$ cat src/logic/ccp_pkg.sv
// Purpose: shared constants and types for the cursor color and position registers
// Assumes: 32-bit APB data, byte addresses within a 12-bit window
// Notes: one word per register, reserved bits read as zero
package ccp_pkg;

  // ----------------------------------------------------------------
  // register offsets
  // ----------------------------------------------------------------
  localparam int ADDR_W = 12;
  localparam logic [ADDR_W-1:0] OFS_POS_HOLD = 12'h090;
  localparam logic [ADDR_W-1:0] OFS_POS_NOW = 12'h094;
  localparam logic [ADDR_W-1:0] OFS_COL0_HOLD = 12'h098;
  localparam logic [ADDR_W-1:0] OFS_COL0_NOW = 12'h09c;
  localparam logic [ADDR_W-1:0] OFS_COL1_HOLD = 12'h0a0;
  localparam logic [ADDR_W-1:0] OFS_COL1_NOW = 12'h0a4;
  localparam logic [ADDR_W-1:0] OFS_STATUS = 12'h0c0;
  localparam logic [ADDR_W-1:0] OFS_CTRL = 12'h0c4;

  // ----------------------------------------------------------------
  // field positions and reset values
  // ----------------------------------------------------------------
  localparam int POS_Y_LSB = 16;
  localparam int POS_X_LSB = 0;
  localparam int RED_LSB = 16;
  localparam int GREEN_LSB = 8;
  localparam int BLUE_LSB = 0;
  localparam int STS_ARMED_BIT = 31;
  localparam int CTRL_MODE_LSB = 0;
  localparam int CTRL_LUT_BIT = 2;
  localparam logic [31:0] RST_WORD = 32'h0000_0000;
  localparam logic [4:0] MASK5 = 5'h1f;

  // ----------------------------------------------------------------
  // types
  // ----------------------------------------------------------------
  typedef struct packed {
    logic [7:0] red;
    logic [7:0] green;
    logic [7:0] blue;
  } ccp_rgb_t;

  typedef struct packed {
    logic signed [15:0] y;
    logic signed [15:0] x;
  } ccp_pos_t;

  typedef enum logic [1:0] {
    CCP_MODE_24 = 2'h0,
    CCP_MODE_16 = 2'h1,
    CCP_MODE_8 = 2'h2
  } ccp_mode_t;

  localparam ccp_rgb_t RST_RGB = 24'h00_0000;
  localparam ccp_pos_t RST_POS = 32'h0000_0000;

endpackage

$ cat src/logic/ccp_cursor_regs.sv
// Purpose: double-buffered cursor position and colors 0/1 behind an APB slave
// Assumes: vblank and engine status come from logic on pclk, so no synchronisers
// Notes: pready is always high; reads return flop data, bad accesses raise pslverr
`timescale 1ns/1ns
module ccp_cursor_regs import ccp_pkg::*; (
  // clock and reset
  input wire logic pclk,
  input wire logic presetn,
  // apb slave
  input wire logic psel,
  input wire logic penable,
  input wire logic pwrite,
  input wire logic [ADDR_W-1:0] paddr,
  input wire logic [31:0] pwdata,
  input wire logic [3:0] pstrb,
  output logic [31:0] prdata,
  output logic pready,
  output logic pslverr,
  // display timing and status
  input wire logic vblank,
  input wire logic display_engine_running,
  // cursor state in effect
  output logic signed [15:0] cursor_x_now,
  output logic signed [15:0] cursor_y_now,
  output ccp_rgb_t first_color_now,
  output ccp_rgb_t second_color_now,
  output logic cursor_update_armed,
  // lookup table ports
  output ccp_rgb_t color_lookup_table_idx0,
  input ccp_rgb_t color_lookup_table_data0,
  output ccp_rgb_t color_lookup_table_idx1,
  input ccp_rgb_t color_lookup_table_data1,
  // shaped cursor pixels
  output ccp_rgb_t first_pixel,
  output ccp_rgb_t second_pixel
);

  // ----------------------------------------------------------------
  // storage
  // ----------------------------------------------------------------
  ccp_pos_t pos_hold_reg;
  ccp_pos_t pos_now_reg;
  ccp_rgb_t col0_hold_reg;
  ccp_rgb_t col0_now_reg;
  ccp_rgb_t col1_hold_reg;
  ccp_rgb_t col1_now_reg;
  logic armed_reg;
  ccp_mode_t mode_reg;
  logic lut_en_reg;
  logic [31:0] rdata_reg;
  logic err_reg;

  // ----------------------------------------------------------------
  // bus decode
  // ----------------------------------------------------------------
  logic setup_ph;
  logic wr_ph;
  logic wr_pos;
  logic wr_col0;
  logic wr_col1;
  logic wr_sts;
  logic wr_ctrl;
  logic addr_ok;
  logic addr_ro;
  logic [31:0] wmask;
  logic copy_now;

  // setup phase captures data; access phase commits writes
  assign setup_ph = psel && !penable;
  assign wr_ph = psel && penable && pwrite && !err_reg;

  // byte-lane mask from the strobes
  always_comb begin
    for (int i = 0; i < 4; i++) begin
      wmask[i*8 +: 8] = {8{pstrb[i]}};
    end
  end

  // mapped and read-only address checks
  always_comb begin
    addr_ok = 1'b0;
    addr_ro = 1'b0;
    unique case (paddr)
      OFS_POS_HOLD, OFS_COL0_HOLD, OFS_COL1_HOLD, OFS_STATUS, OFS_CTRL: addr_ok = 1'b1;
      OFS_POS_NOW, OFS_COL0_NOW, OFS_COL1_NOW: begin
        addr_ok = 1'b1;
        addr_ro = 1'b1;
      end
      default: addr_ok = 1'b0;
    endcase
  end

  // write strobes per register
  assign wr_pos = wr_ph && (paddr == OFS_POS_HOLD);
  assign wr_col0 = wr_ph && (paddr == OFS_COL0_HOLD);
  assign wr_col1 = wr_ph && (paddr == OFS_COL1_HOLD);
  assign wr_sts = wr_ph && (paddr == OFS_STATUS);
  assign wr_ctrl = wr_ph && (paddr == OFS_CTRL);

  // armed vblank while the engine runs moves held values into the active copies
  assign copy_now = vblank && armed_reg && display_engine_running;

  // ----------------------------------------------------------------
  // apb answer
  // ----------------------------------------------------------------
  assign pready = 1'b1;
  assign prdata = rdata_reg;
  assign pslverr = psel && penable && err_reg;

  // error flag: unmapped, or write to a read-only word
  always_ff @(posedge pclk or negedge presetn) begin
    if (!presetn) begin
      err_reg <= 1'b0;
    end else if (setup_ph) begin
      err_reg <= !addr_ok || (pwrite && addr_ro);
    end
  end

  // read data latched in setup, reserved bits zero
  always_ff @(posedge pclk or negedge presetn) begin
    if (!presetn) begin
      rdata_reg <= RST_WORD;
    end else if (setup_ph) begin
      rdata_reg <= RST_WORD;
      if (!pwrite) begin
        unique case (paddr)
          OFS_POS_HOLD: rdata_reg <= pos_hold_reg;
          OFS_POS_NOW: rdata_reg <= pos_now_reg;
          OFS_COL0_HOLD: rdata_reg <= {8'h00, col0_hold_reg};
          OFS_COL0_NOW: rdata_reg <= {8'h00, col0_now_reg};
          OFS_COL1_HOLD: rdata_reg <= {8'h00, col1_hold_reg};
          OFS_COL1_NOW: rdata_reg <= {8'h00, col1_now_reg};
          OFS_STATUS: rdata_reg[STS_ARMED_BIT] <= armed_reg;
          OFS_CTRL: begin
            rdata_reg[CTRL_MODE_LSB +: 2] <= mode_reg;
            rdata_reg[CTRL_LUT_BIT] <= lut_en_reg;
          end
          default: rdata_reg <= RST_WORD;
        endcase
      end
    end
  end

  // ----------------------------------------------------------------
  // position copies
  // ----------------------------------------------------------------

  // holding position takes software writes
  always_ff @(posedge pclk or negedge presetn) begin
    if (!presetn) begin
      pos_hold_reg <= RST_POS;
    end else if (wr_pos) begin
      pos_hold_reg <= (pos_hold_reg & ~wmask) | (pwdata & wmask);
    end
  end

  // active position: immediate when stopped, else at armed vblank
  always_ff @(posedge pclk or negedge presetn) begin
    if (!presetn) begin
      pos_now_reg <= RST_POS;
    end else if (wr_pos && !display_engine_running) begin
      pos_now_reg <= (pos_hold_reg & ~wmask) | (pwdata & wmask);
    end else if (copy_now) begin
      pos_now_reg <= pos_hold_reg;
    end
  end

  // ----------------------------------------------------------------
  // armed trigger
  // ----------------------------------------------------------------

  // position write while running sets; write-one or vblank copy clears; set wins
  always_ff @(posedge pclk or negedge presetn) begin
    if (!presetn) begin
      armed_reg <= 1'b0;
    end else if (wr_pos && display_engine_running) begin
      armed_reg <= 1'b1;
    end else if (wr_sts && pstrb[3] && pwdata[STS_ARMED_BIT]) begin
      armed_reg <= 1'b0;
    end else if (copy_now) begin
      armed_reg <= 1'b0;
    end
  end

  // ----------------------------------------------------------------
  // color copies
  // ----------------------------------------------------------------

  // holding colors take software writes, top byte dropped
  always_ff @(posedge pclk or negedge presetn) begin
    if (!presetn) begin
      col0_hold_reg <= RST_RGB;
      col1_hold_reg <= RST_RGB;
    end else begin
      if (wr_col0) begin
        col0_hold_reg <= (col0_hold_reg & ~wmask[23:0]) | (pwdata[23:0] & wmask[23:0]);
      end
      if (wr_col1) begin
        col1_hold_reg <= (col1_hold_reg & ~wmask[23:0]) | (pwdata[23:0] & wmask[23:0]);
      end
    end
  end

  // active color 0: bypass when stopped, else armed vblank copy
  always_ff @(posedge pclk or negedge presetn) begin
    if (!presetn) begin
      col0_now_reg <= RST_RGB;
    end else if (wr_col0 && !display_engine_running) begin
      col0_now_reg <= (col0_hold_reg & ~wmask[23:0]) | (pwdata[23:0] & wmask[23:0]);
    end else if (copy_now) begin
      col0_now_reg <= col0_hold_reg;
    end
  end

  // active color 1: bypass when stopped, else armed vblank copy
  always_ff @(posedge pclk or negedge presetn) begin
    if (!presetn) begin
      col1_now_reg <= RST_RGB;
    end else if (wr_col1 && !display_engine_running) begin
      col1_now_reg <= (col1_hold_reg & ~wmask[23:0]) | (pwdata[23:0] & wmask[23:0]);
    end else if (copy_now) begin
      col1_now_reg <= col1_hold_reg;
    end
  end

  // ----------------------------------------------------------------
  // display mode control
  // ----------------------------------------------------------------

  // pixel mode and lookup enable
  always_ff @(posedge pclk or negedge presetn) begin
    if (!presetn) begin
      mode_reg <= CCP_MODE_24;
      lut_en_reg <= 1'b0;
    end else if (wr_ctrl && pstrb[0]) begin
      unique case (pwdata[CTRL_MODE_LSB +: 2])
        2'h1: mode_reg <= CCP_MODE_16;
        2'h2: mode_reg <= CCP_MODE_8;
        default: mode_reg <= CCP_MODE_24;
      endcase
      lut_en_reg <= pwdata[CTRL_LUT_BIT];
    end
  end

  // ----------------------------------------------------------------
  // outputs in effect
  // ----------------------------------------------------------------
  assign cursor_x_now = pos_now_reg.x;
  assign cursor_y_now = pos_now_reg.y;
  assign first_color_now = col0_now_reg;
  assign second_color_now = col1_now_reg;
  assign cursor_update_armed = armed_reg;

  // ----------------------------------------------------------------
  // pixel shaping for both 2 bpp colors
  // ----------------------------------------------------------------

  // color 0 shaping
  ccp_color_fmt u_fmt0 (
    .pclk(pclk),
    .presetn(presetn),
    .color(col0_now_reg),
    .pixel_mode(mode_reg),
    .lut_enable(lut_en_reg),
    .lut_index(color_lookup_table_idx0),
    .lut_data(color_lookup_table_data0),
    .pixel(first_pixel)
  );

  // color 1 shaping
  ccp_color_fmt u_fmt1 (
    .pclk(pclk),
    .presetn(presetn),
    .color(col1_now_reg),
    .pixel_mode(mode_reg),
    .lut_enable(lut_en_reg),
    .lut_index(color_lookup_table_idx1),
    .lut_data(color_lookup_table_data1),
    .pixel(second_pixel)
  );

endmodule

$ cat src/logic/ccp_color_fmt.sv
// Purpose: shapes one active cursor color into pixel data for the display path
// Assumes: lookup table sits outside and answers combinationally on lut_data
// Notes: output pixel is registered, one cycle behind its inputs
`timescale 1ns/1ns
module ccp_color_fmt import ccp_pkg::*; (
  // clock and reset
  input wire logic pclk,
  input wire logic presetn,
  // color and display mode
  input ccp_rgb_t color,
  input ccp_mode_t pixel_mode,
  input wire logic lut_enable,
  // lookup table port
  output ccp_rgb_t lut_index,
  input ccp_rgb_t lut_data,
  // shaped pixel
  output ccp_rgb_t pixel
);

  ccp_rgb_t raw;

  // narrow the channels per pixel mode
  always_comb begin
    raw = color;
    unique case (pixel_mode)
      CCP_MODE_16: begin
        raw.red = {3'h0, color.red[4:0]};
        raw.green = {2'h0, color.green[5:0]};
        raw.blue = {3'h0, color.blue[4:0] & MASK5};
      end
      CCP_MODE_8: begin
        raw = '{red: color.blue, green: color.blue, blue: color.blue};
      end
      default: raw = color;
    endcase
  end

  // same lookup path as ordinary pixels
  assign lut_index = raw;

  // registered pixel out, through the table when enabled
  always_ff @(posedge pclk or negedge presetn) begin
    if (!presetn) begin
      pixel <= RST_RGB;
    end else begin
      pixel <= lut_enable ? lut_data : raw;
    end
  end

endmodule

$ cat config.mk
export PLATFORM = sky130hd
export DESIGN_NAME = ccp_cursor_regs
export DESIGN_NICKNAME = d
export VERILOG_FILES = /design/src/logic/ccp_pkg.sv /design/src/logic/ccp_cursor_regs.sv /design/src/logic/ccp_color_fmt.sv
export SDC_FILE = /design/constraint.sdc
export NUM_CORES = 1
export LEC_CHECK = 0
export BUFFER_PORTS_ARGS = -buffer_cell sky130_fd_sc_hd__clkbuf_2
export CAP_MARGIN = 20
export CELL_PAD_IN_SITES_DETAIL_PLACEMENT = 1
export CELL_PAD_IN_SITES_GLOBAL_PLACEMENT = 2
export CORE_ASPECT_RATIO = 0.9
export CORE_UTILIZATION = 31
export CTS_BUF_LIST = sky130_fd_sc_hd__clkbuf_16
export DETAILED_ROUTE_END_ITERATION = 6
export PLACE_DENSITY = 0.85
export RECOVER_POWER = 25
export SLEW_MARGIN = 20
export SYNTH_ARGS = -nofsm -noshare
export SYNTH_HDL_FRONTEND = slang
export SYNTH_HIERARCHICAL = 1
export SYNTH_SLANG_ARGS = --single-unit
$ cat constraint.sdc
create_clock -name pclk -period 1.86 [get_ports pclk]
set_clock_uncertainty 0.1 [all_clocks]
set_input_delay 0.186 -clock pclk [delete_from_list [all_inputs] [get_ports pclk]]
set_output_delay 0.186 -clock pclk [all_outputs]
set_load 0.01 [all_outputs]
==> results of run 1 <==
## timing repair
action / 4_1_cts / 5_1_grt
gates cloned: 4 / 1
setup buffers: 15 / 14
endpoints found under the setup margin: 217 / 193
pin swaps: 68 / 36
endpoints found under the hold margin: 447 / 0
hold buffers: 84 / 0
resized for setup: 161 / 111
## cell families after synthesis
| group | count (synthesis) |
|---|---|
| adders and majority gates | 4 |
| AOI/OAI and AO/OA | 283 |
| buffers and inverters | 105 |
| DFF | 245 |
| other | 1 |
| muxes | 109 |
| and+or+nand+nor | 340 |
## area by class of cell
class | count | area, um2 | share of cell area (%)
multi-input combinational | 737 | 6740 | 35.6
sequential | 245 | 6130 | 32.5
timing repair buffer | 595 | 4370 | 23.1
clock buffer | 29 | 726 | 3.84
tap | 525 | 657 | 3.47
clock inverter | 23 | 153 | 0.807
inverter | 34 | 128 | 0.675
## worst min-delay path by stage
stage | slack (ns) | to | startpoint | cells after the start
floorplan | -0.21 | col0_hold_reg[0]$_DFFE_PN0P_ | presetn | 0
global placement | -0.0005 | u_fmt1/pixel[12]$_DFF_PN0_ | presetn | 1
detailed placement | -0.008 | u_fmt1/pixel[12]$_DFF_PN0_ | presetn | 1
CTS | 0.01 | u_fmt1/pixel[12]$_DFF_PN0_ | presetn | 2
global route | 0.07 | cursor_y_now[10]$_DFFE_PN0P_ | pstrb[3] | 3
finish | 0.07 | cursor_y_now[10]$_DFFE_PN0P_ | pstrb[3] | 3
## layout by cell type, fill, tap and decap left out, types with 9 or more instances in the layout
cell,count
mux2_2,92
a22o_1,29
a221o_1,12
nor2_2,11
and3_1,9
nand3b_1,9
a21oi_1,13
nor2_1,32
dlygate4sd3_1,84
a311o_1,20
nor2b_1,22
or3_4,17
a31oi_1,13
a22oi_1,24
dfrtp_1,242
inv_1,34
buf_12,19
clkbuf_16,30
buf_4,144
nand3_1,10
buf_6,36
clkbuf_2,298
and2_1,20
a221oi_1,11
or3_1,21
o22ai_1,15
o221a_4,37
mux2i_1,14
nor2_4,11
a222oi_1,12
nand2_1,69
o21ai_0,26
## per-layer routing
layer | global-route usage [%] | vias up
met1 | 37.4 | 6472
met3 | 5.43 | 131
met2 | 47.9 | 601
met5 | 0 | -
met4 | 12.7 | 2
li1 | - | 5282
## power by group through the flow
stage | sequential, mW | combinational (mW) | clock (mW)
2_1_floorplan | 5.44 | 0.163 | 0
3_3_place_gp | 5.44 | 0.641 | 0
3_5_place_dp | 5.44 | 0.651 | 0
4_1_cts | 5.34 | 0.817 | 5.46
5_1_grt | 5.34 | 0.881 | 5.66
6_report | 5.34 | 0.829 | 5.41
## Yosys cell counts, types with 5 or more instances
cell type / instances
dfrtp_1: 245
mux2_2: 94
nand2_1: 83
nor2_1: 54
o21ai_0: 41
or3_1: 38
o221a_2: 37
clkbuf_1: 36
inv_1: 33
a22o_1: 29
nor2b_1: 27
a22oi_1: 24
and2_1: 22
a311o_1: 20
a21oi_1: 19
and3_1: 17
buf_2: 16
buf_4: 15
o22ai_1: 15
o32ai_1: 15
mux2i_1: 14
nand3_1: 14
a31oi_1: 13
a221o_1: 12
a221oi_1: 12
a222oi_1: 12
nor3_1: 10
nand3b_1: 9
nand2_2: 8
nand4_1: 6
o21a_1: 6
and4bb_1: 5
nand2b_1: 5
nor4_1: 5
o211ai_1: 5
## critical path: stages (launching register included)
cell	delay, ns
dfrtp_2	0.52
ha_4	0.29
or2_4	0.27
buf_12	0.14
a22o_1	0.20
buf_2	0.15
==> reports/qor.txt, run 1 <==
status - finished with violations
violated checks - negative setup slack
HPWL after DPL - 41.7 mm
Final Max Slew Viols - 0
# port buffers - 312
total power - 11.6 mW
met3 wire len - 4.44 mm
Pleak - 9.37 nW
r2r worst-path depth - 6
XOR/XNOR Fraction of Synth Area - 0%
met1 WL - 23.9 mm
origin of the critical flop-to-flop path - mode_reg[1]$_DFFE_PN0P_
FILL cells - 4168
complex-gate fraction of the synthesized area - 18.9%
CTS Buf Count - 28
Synth Register Bits - 245
Synth top area share - 50.5%
total core area - 38500 um2
internal power - 8.74 mW
Avg Cell Area, Syn - 11.2 um2
number of synthesis warnings - 6
worst vdd ir - 0.000643 V
Synth area leader - dfrtp_1
GRT Util Overall - 29.1%
WL met2 - 28.6 mm
Tmin final - 2.42 ns
Most used DFF post-synth - dfrtp_1
Slew @ Worst Pin - 1.07 ns
Post-Layout Inst Area - 18900 um2
drt drc - 0
Synth-to-Final Area Change - 55.7%
sequential share of the synthesized area - 50.5%
switch share - 24.5%
endpoints failing hold - 0
H-tree depth - 1
Worst R2R End - u_fmt0/pixel[20]$_DFF_PN0_
CP startpoint - mode_reg[1]$_DFFE_PN0P_
CTS tree - done
dpl cells - 2022
setup slack, reg-to-reg - -0.31 ns
Antenna Cells - 0
post-synth cell types - 71
Cell Rows - 68
EDFF count, synth - 0
Area contributors post-synth - dfrtp_1 (50%), mux2_2 (8.7%), o221a_2 (3.4%)
Min-Delay Path Class - in -> reg
CP max FO - 10
mux contribution to synthesized area - 10.1%
Post-Synth Simple-Gate Area - 16.0%
starting density of the core - 31.6%
Worst-path clk slew - 0.06 ns
Sink Count - 245
vias in the first global route - 13100
Mapped Cells - 1087
Place WS - -0.453 ns
Final WS setup - -0.556 ns
end point of the critical path - color_lookup_table_idx1[9]
via count - 12500
Synth Net Count - 1194
layout cells sized above 1 - 50.5%
setup repair after global routing missed its margin - yes
Worst setup EP type - output port
largest net degree at the start of global routing - 63
Fin Setup TNS - -35.34 ns
worst-skew pair later-pin latency - 0.55 ns
Top Metal Used - met5
Comb power frac - 7.2%
overall routed net length - 59.7 mm
clock share of power - 46.7%
Synth Cell Area - 12100 um2
I/O pin count - 314
largest family of logic cells by synthesized area - compound AO/OA/AOI/OAI gates
Worst slew margin - 28.8%
DR pass1 iterations - 5
crit path DAT - 2.13 ns
Area after DPL - 15600 um2
Pwr Density - 613 nW/um2
first-pass GRT wire length - 86.9 mm
Worst setup SP type - flip-flop
WL/cell - 27.3 um
Die ar. - 40000 um2
Final ANT Viol Nets - 0
via/cell ratio - 5.71
fin crit share - 130%
Post-Layout Cell Count - 2188
Fin Hold WS - 0.0710 ns
1st-iter DRT viols - 1058
initial antenna violation count - 1
CTS Root Cell - clkbuf_16
Final Util - 49.2%
Max Cap Violations - 0
Die Y - 190 um
Synth async-reset ratio - 100%
Post-Synth Adder-Cell Area - 0.412%
Die Width - 211 um
Setup Crit Path Kind - reg -> out
f_max - 414 MHz
total gr overflow - 0
maximum clock insertion buffer count - 3
worst path required time - 1.57 ns
setup violators final - 183
nets@finish - 1748
routability cong. - 0.919
Reg power frac - 46.1%
total net switching power - 2.84 mW
Power figures use the tool's default switching activity.
==> inputs of run 2 (changes only) <==
--- a/config.mk
+++ b/config.mk
@@ -20,3 +20,4 @@
 export SYNTH_HDL_FRONTEND = slang
 export SYNTH_HIERARCHICAL = 1
 export SYNTH_SLANG_ARGS = --single-unit
+export TNS_END_PERCENT = 30
==> reports/qor.txt, run 2 (same netlist as run 1, synthesis figures left out) <==
Synth-to-Final Area Change - 49.3%
total gr overflow - 0 (unchanged)
Antenna Cells - 0 (unchanged)
FILL cells - 4213 (+1.1%)
status - finished with violations
violated checks - negative setup slack
DR pass1 iterations - 5 (unchanged)
CP startpoint - mode_reg[0]$_DFFE_PN0P_
initial antenna violation count - 0 (-1)
CP max FO - 6 (-4)
drt drc - 0 (unchanged)
largest net degree at the start of global routing - 73 (+16%)
endpoints failing hold - 0 (unchanged)
total core area - 38500 um2 (unchanged)
routability cong. - 0.950 (+3.4%)
vias in the first global route - 13200 (+0.45%)
via/cell ratio - 5.71 (+0.11%)
origin of the critical flop-to-flop path - mode_reg[0]$_DFFE_PN0P_
setup violators final - 182 (-0.55%)
setup slack, reg-to-reg - -0.30 ns (about the same)
Setup Crit Path Kind - reg -> out
Place WS - -0.624 ns (-0.171 ns)
GRT Util Overall - 28.8% (-0.34 points)
CTS Root Cell - clkbuf_16
Final Max Slew Viols - 0 (unchanged)
Die Y - 190 um (unchanged)
via count - 12500 (-0.032%)
Worst slew margin - 45.1% (+16 points)
layout cells sized above 1 - 47.0% (-3.4 points)
Worst R2R End - u_fmt1/pixel[19]$_DFF_PN0_
setup repair after global routing missed its margin - yes
HPWL after DPL - 41.8 mm (+0.18%)
overall routed net length - 58.9 mm (-1.4%)
Worst setup SP type - flip-flop
worst-skew pair later-pin latency - 0.57 ns (+0.02 ns)
Die Width - 211 um (unchanged)
fin crit share - 125% (-5.0 points)
Worst setup EP type - output port
I/O pin count - 314 (unchanged)
WL/cell - 26.9 um (-1.2%)
starting density of the core - 31.6% (unchanged)
Tmin final - 2.32 ns (-0.0927 ns)
# port buffers - 312 (unchanged)
CTS tree - done
Min-Delay Path Class - in -> reg
commonest non-fill, non-tap cell in the layout - clkbuf_2
Final WS setup - -0.463 ns (+0.0927 ns)
Worst-path clk slew - 0.06 ns (about the same)
slowest cell delay on critical path - 0.46 ns (-0.06 ns)
Critical Path Stages - 5 (unchanged)
f_max - 430 MHz (+4.0%)
worst path required time - 1.57 ns (about the same)
crit path DAT - 2.04 ns (-0.09 ns)
1st-iter DRT viols - 1008 (-4.7%)
family with the most delay on the worst path - flip-flops
Slew @ Worst Pin - 0.823 ns (-0.245 ns)
worst vdd ir - 0.000578 V (-10%)
nets@finish - 1749 (+0.057%)
Sink Count - 245 (unchanged)
Slowest-stage cell, CP - dfrtp_2
Final ANT Viol Nets - 0 (unchanged)
Pwr Density - 636 nW/um2 (+3.7%)
first-pass GRT wire length - 85.8 mm (-1.2%)
most frequent cells in the layout - clkbuf_2 (289), dfrtp_1 (242), buf_4 (156)
r2r worst-path depth - 8 (+2)
Max Cap Violations - 0 (unchanged)
H-tree depth - 1 (unchanged)
Final Util - 47.1% (-2.0 points)
Die ar. - 40000 um2 (unchanged)
CP Cell Sequence - buf_4 -> ha_2 -> or2_4 -> a22o_4 -> buf_6
end point of the critical path - color_lookup_table_idx1[10]
CTS Buf Count - 29 (+3.6%)
Worst Path Buf+Inv - 2 (unchanged)
Pleak - 9.16 nW (-2.2%)
maximum clock insertion buffer count - 3 (unchanged)
Cell Rows - 68 (unchanged)
[run 2: cell count changes in the layout (fill, tap and decap cells not counted), moves of 9 or more]
cell,previous run,this run
o221a_2,0,27
o221a_4,37,10
nor2_1,32,51
buf_4,144,156
nor2_4,11,0
buf_12,19,10
clkbuf_2,298,289
[run 2: through the flow]
step / instance area [um2] / hold WS (ns) / cells / TNS (ns) / power, mW
2_1_floorplan: 12200 / -0.210 / 1087 / -25.37 / 5.60
3_5_place_dp: 15500 / -0.0677 / 2019 / -80.28 / 6.09
3_3_place_gp: 15500 / -0.0657 / 2019 / -69.12 / 6.08
5_1_grt: 18100 / 0.0664 / 2185 / -46.40 / 11.9
4_1_cts: 17800 / 0.0421 / 2176 / -32.37 / 11.6
6_report: 18100 / 0.0491 / 2185 / -31.56 / 11.5
[run 2: worst register-to-register path: cells and delay by family (launching register included)]
kind	cells	cell delay, ns
adders and majority gates	1	0.21
DFF	1	0.46
AOI/OAI and AO/OA	1	0.35
and+or+nand+nor	1	0.26
buffers and inverters	5	0.66
[run 2: repair_timing]
action,CTS,global route
gates cloned,6,2
resized for setup,104,91
hold endpoints to repair,450,0
hold buffers,85,0
pin swaps,34,25
buffers inserted,20,10
setup endpoints to repair,218,217
[run 2: area by class of cell]
| type | count | area [um2] | area share [%] |
|---|---|---|---|
| well taps | 525 | 657 | 3.62 |
| flip-flops and latches | 245 | 6130 | 33.9 |
| clock inverters | 20 | 138 | 0.759 |
| inverters | 34 | 128 | 0.704 |
| multi-input cells | 741 | 6170 | 34.0 |
| clock buffers | 29 | 726 | 4.00 |
| repair buffers | 591 | 4170 | 23.0 |
[run 2: power breakdown]
group	switching [mW]	internal [mW]	total (mW)
Sequential	0.00759	5.34	5.35
Clock	2.29	3.06	5.36
Combinational	0.484	0.330	0.814
[run 2: per-layer routing]
metal	wire [um]	part of all wire (%)	vias up	track usage (%)
li1	-	-	5269	-
met1	24000	41	6445	37.9
met2	27600	47	628	47.2
met3	4590	7.8	142	5.00
met4	2640	4.5	0	11.1
met5	0	0	-	0
[run 2: how the worst min path moves through the flow]
stage	endpoint	depth (start not counted)	startpoint
6_report	prdata[21]$_DFFE_PN0P_	4	pwrite
5_1_grt	pos_hold_reg[30]$_DFFE_PN0N_	3	pstrb[3]
4_1_cts	prdata[21]$_DFFE_PN0P_	4	pwrite
3_5_place_dp	u_fmt1/pixel[20]$_DFF_PN0_	1	presetn
3_3_place_gp	u_fmt1/pixel[20]$_DFF_PN0_	1	presetn
2_1_floorplan	col0_hold_reg[0]$_DFFE_PN0P_	0	presetn
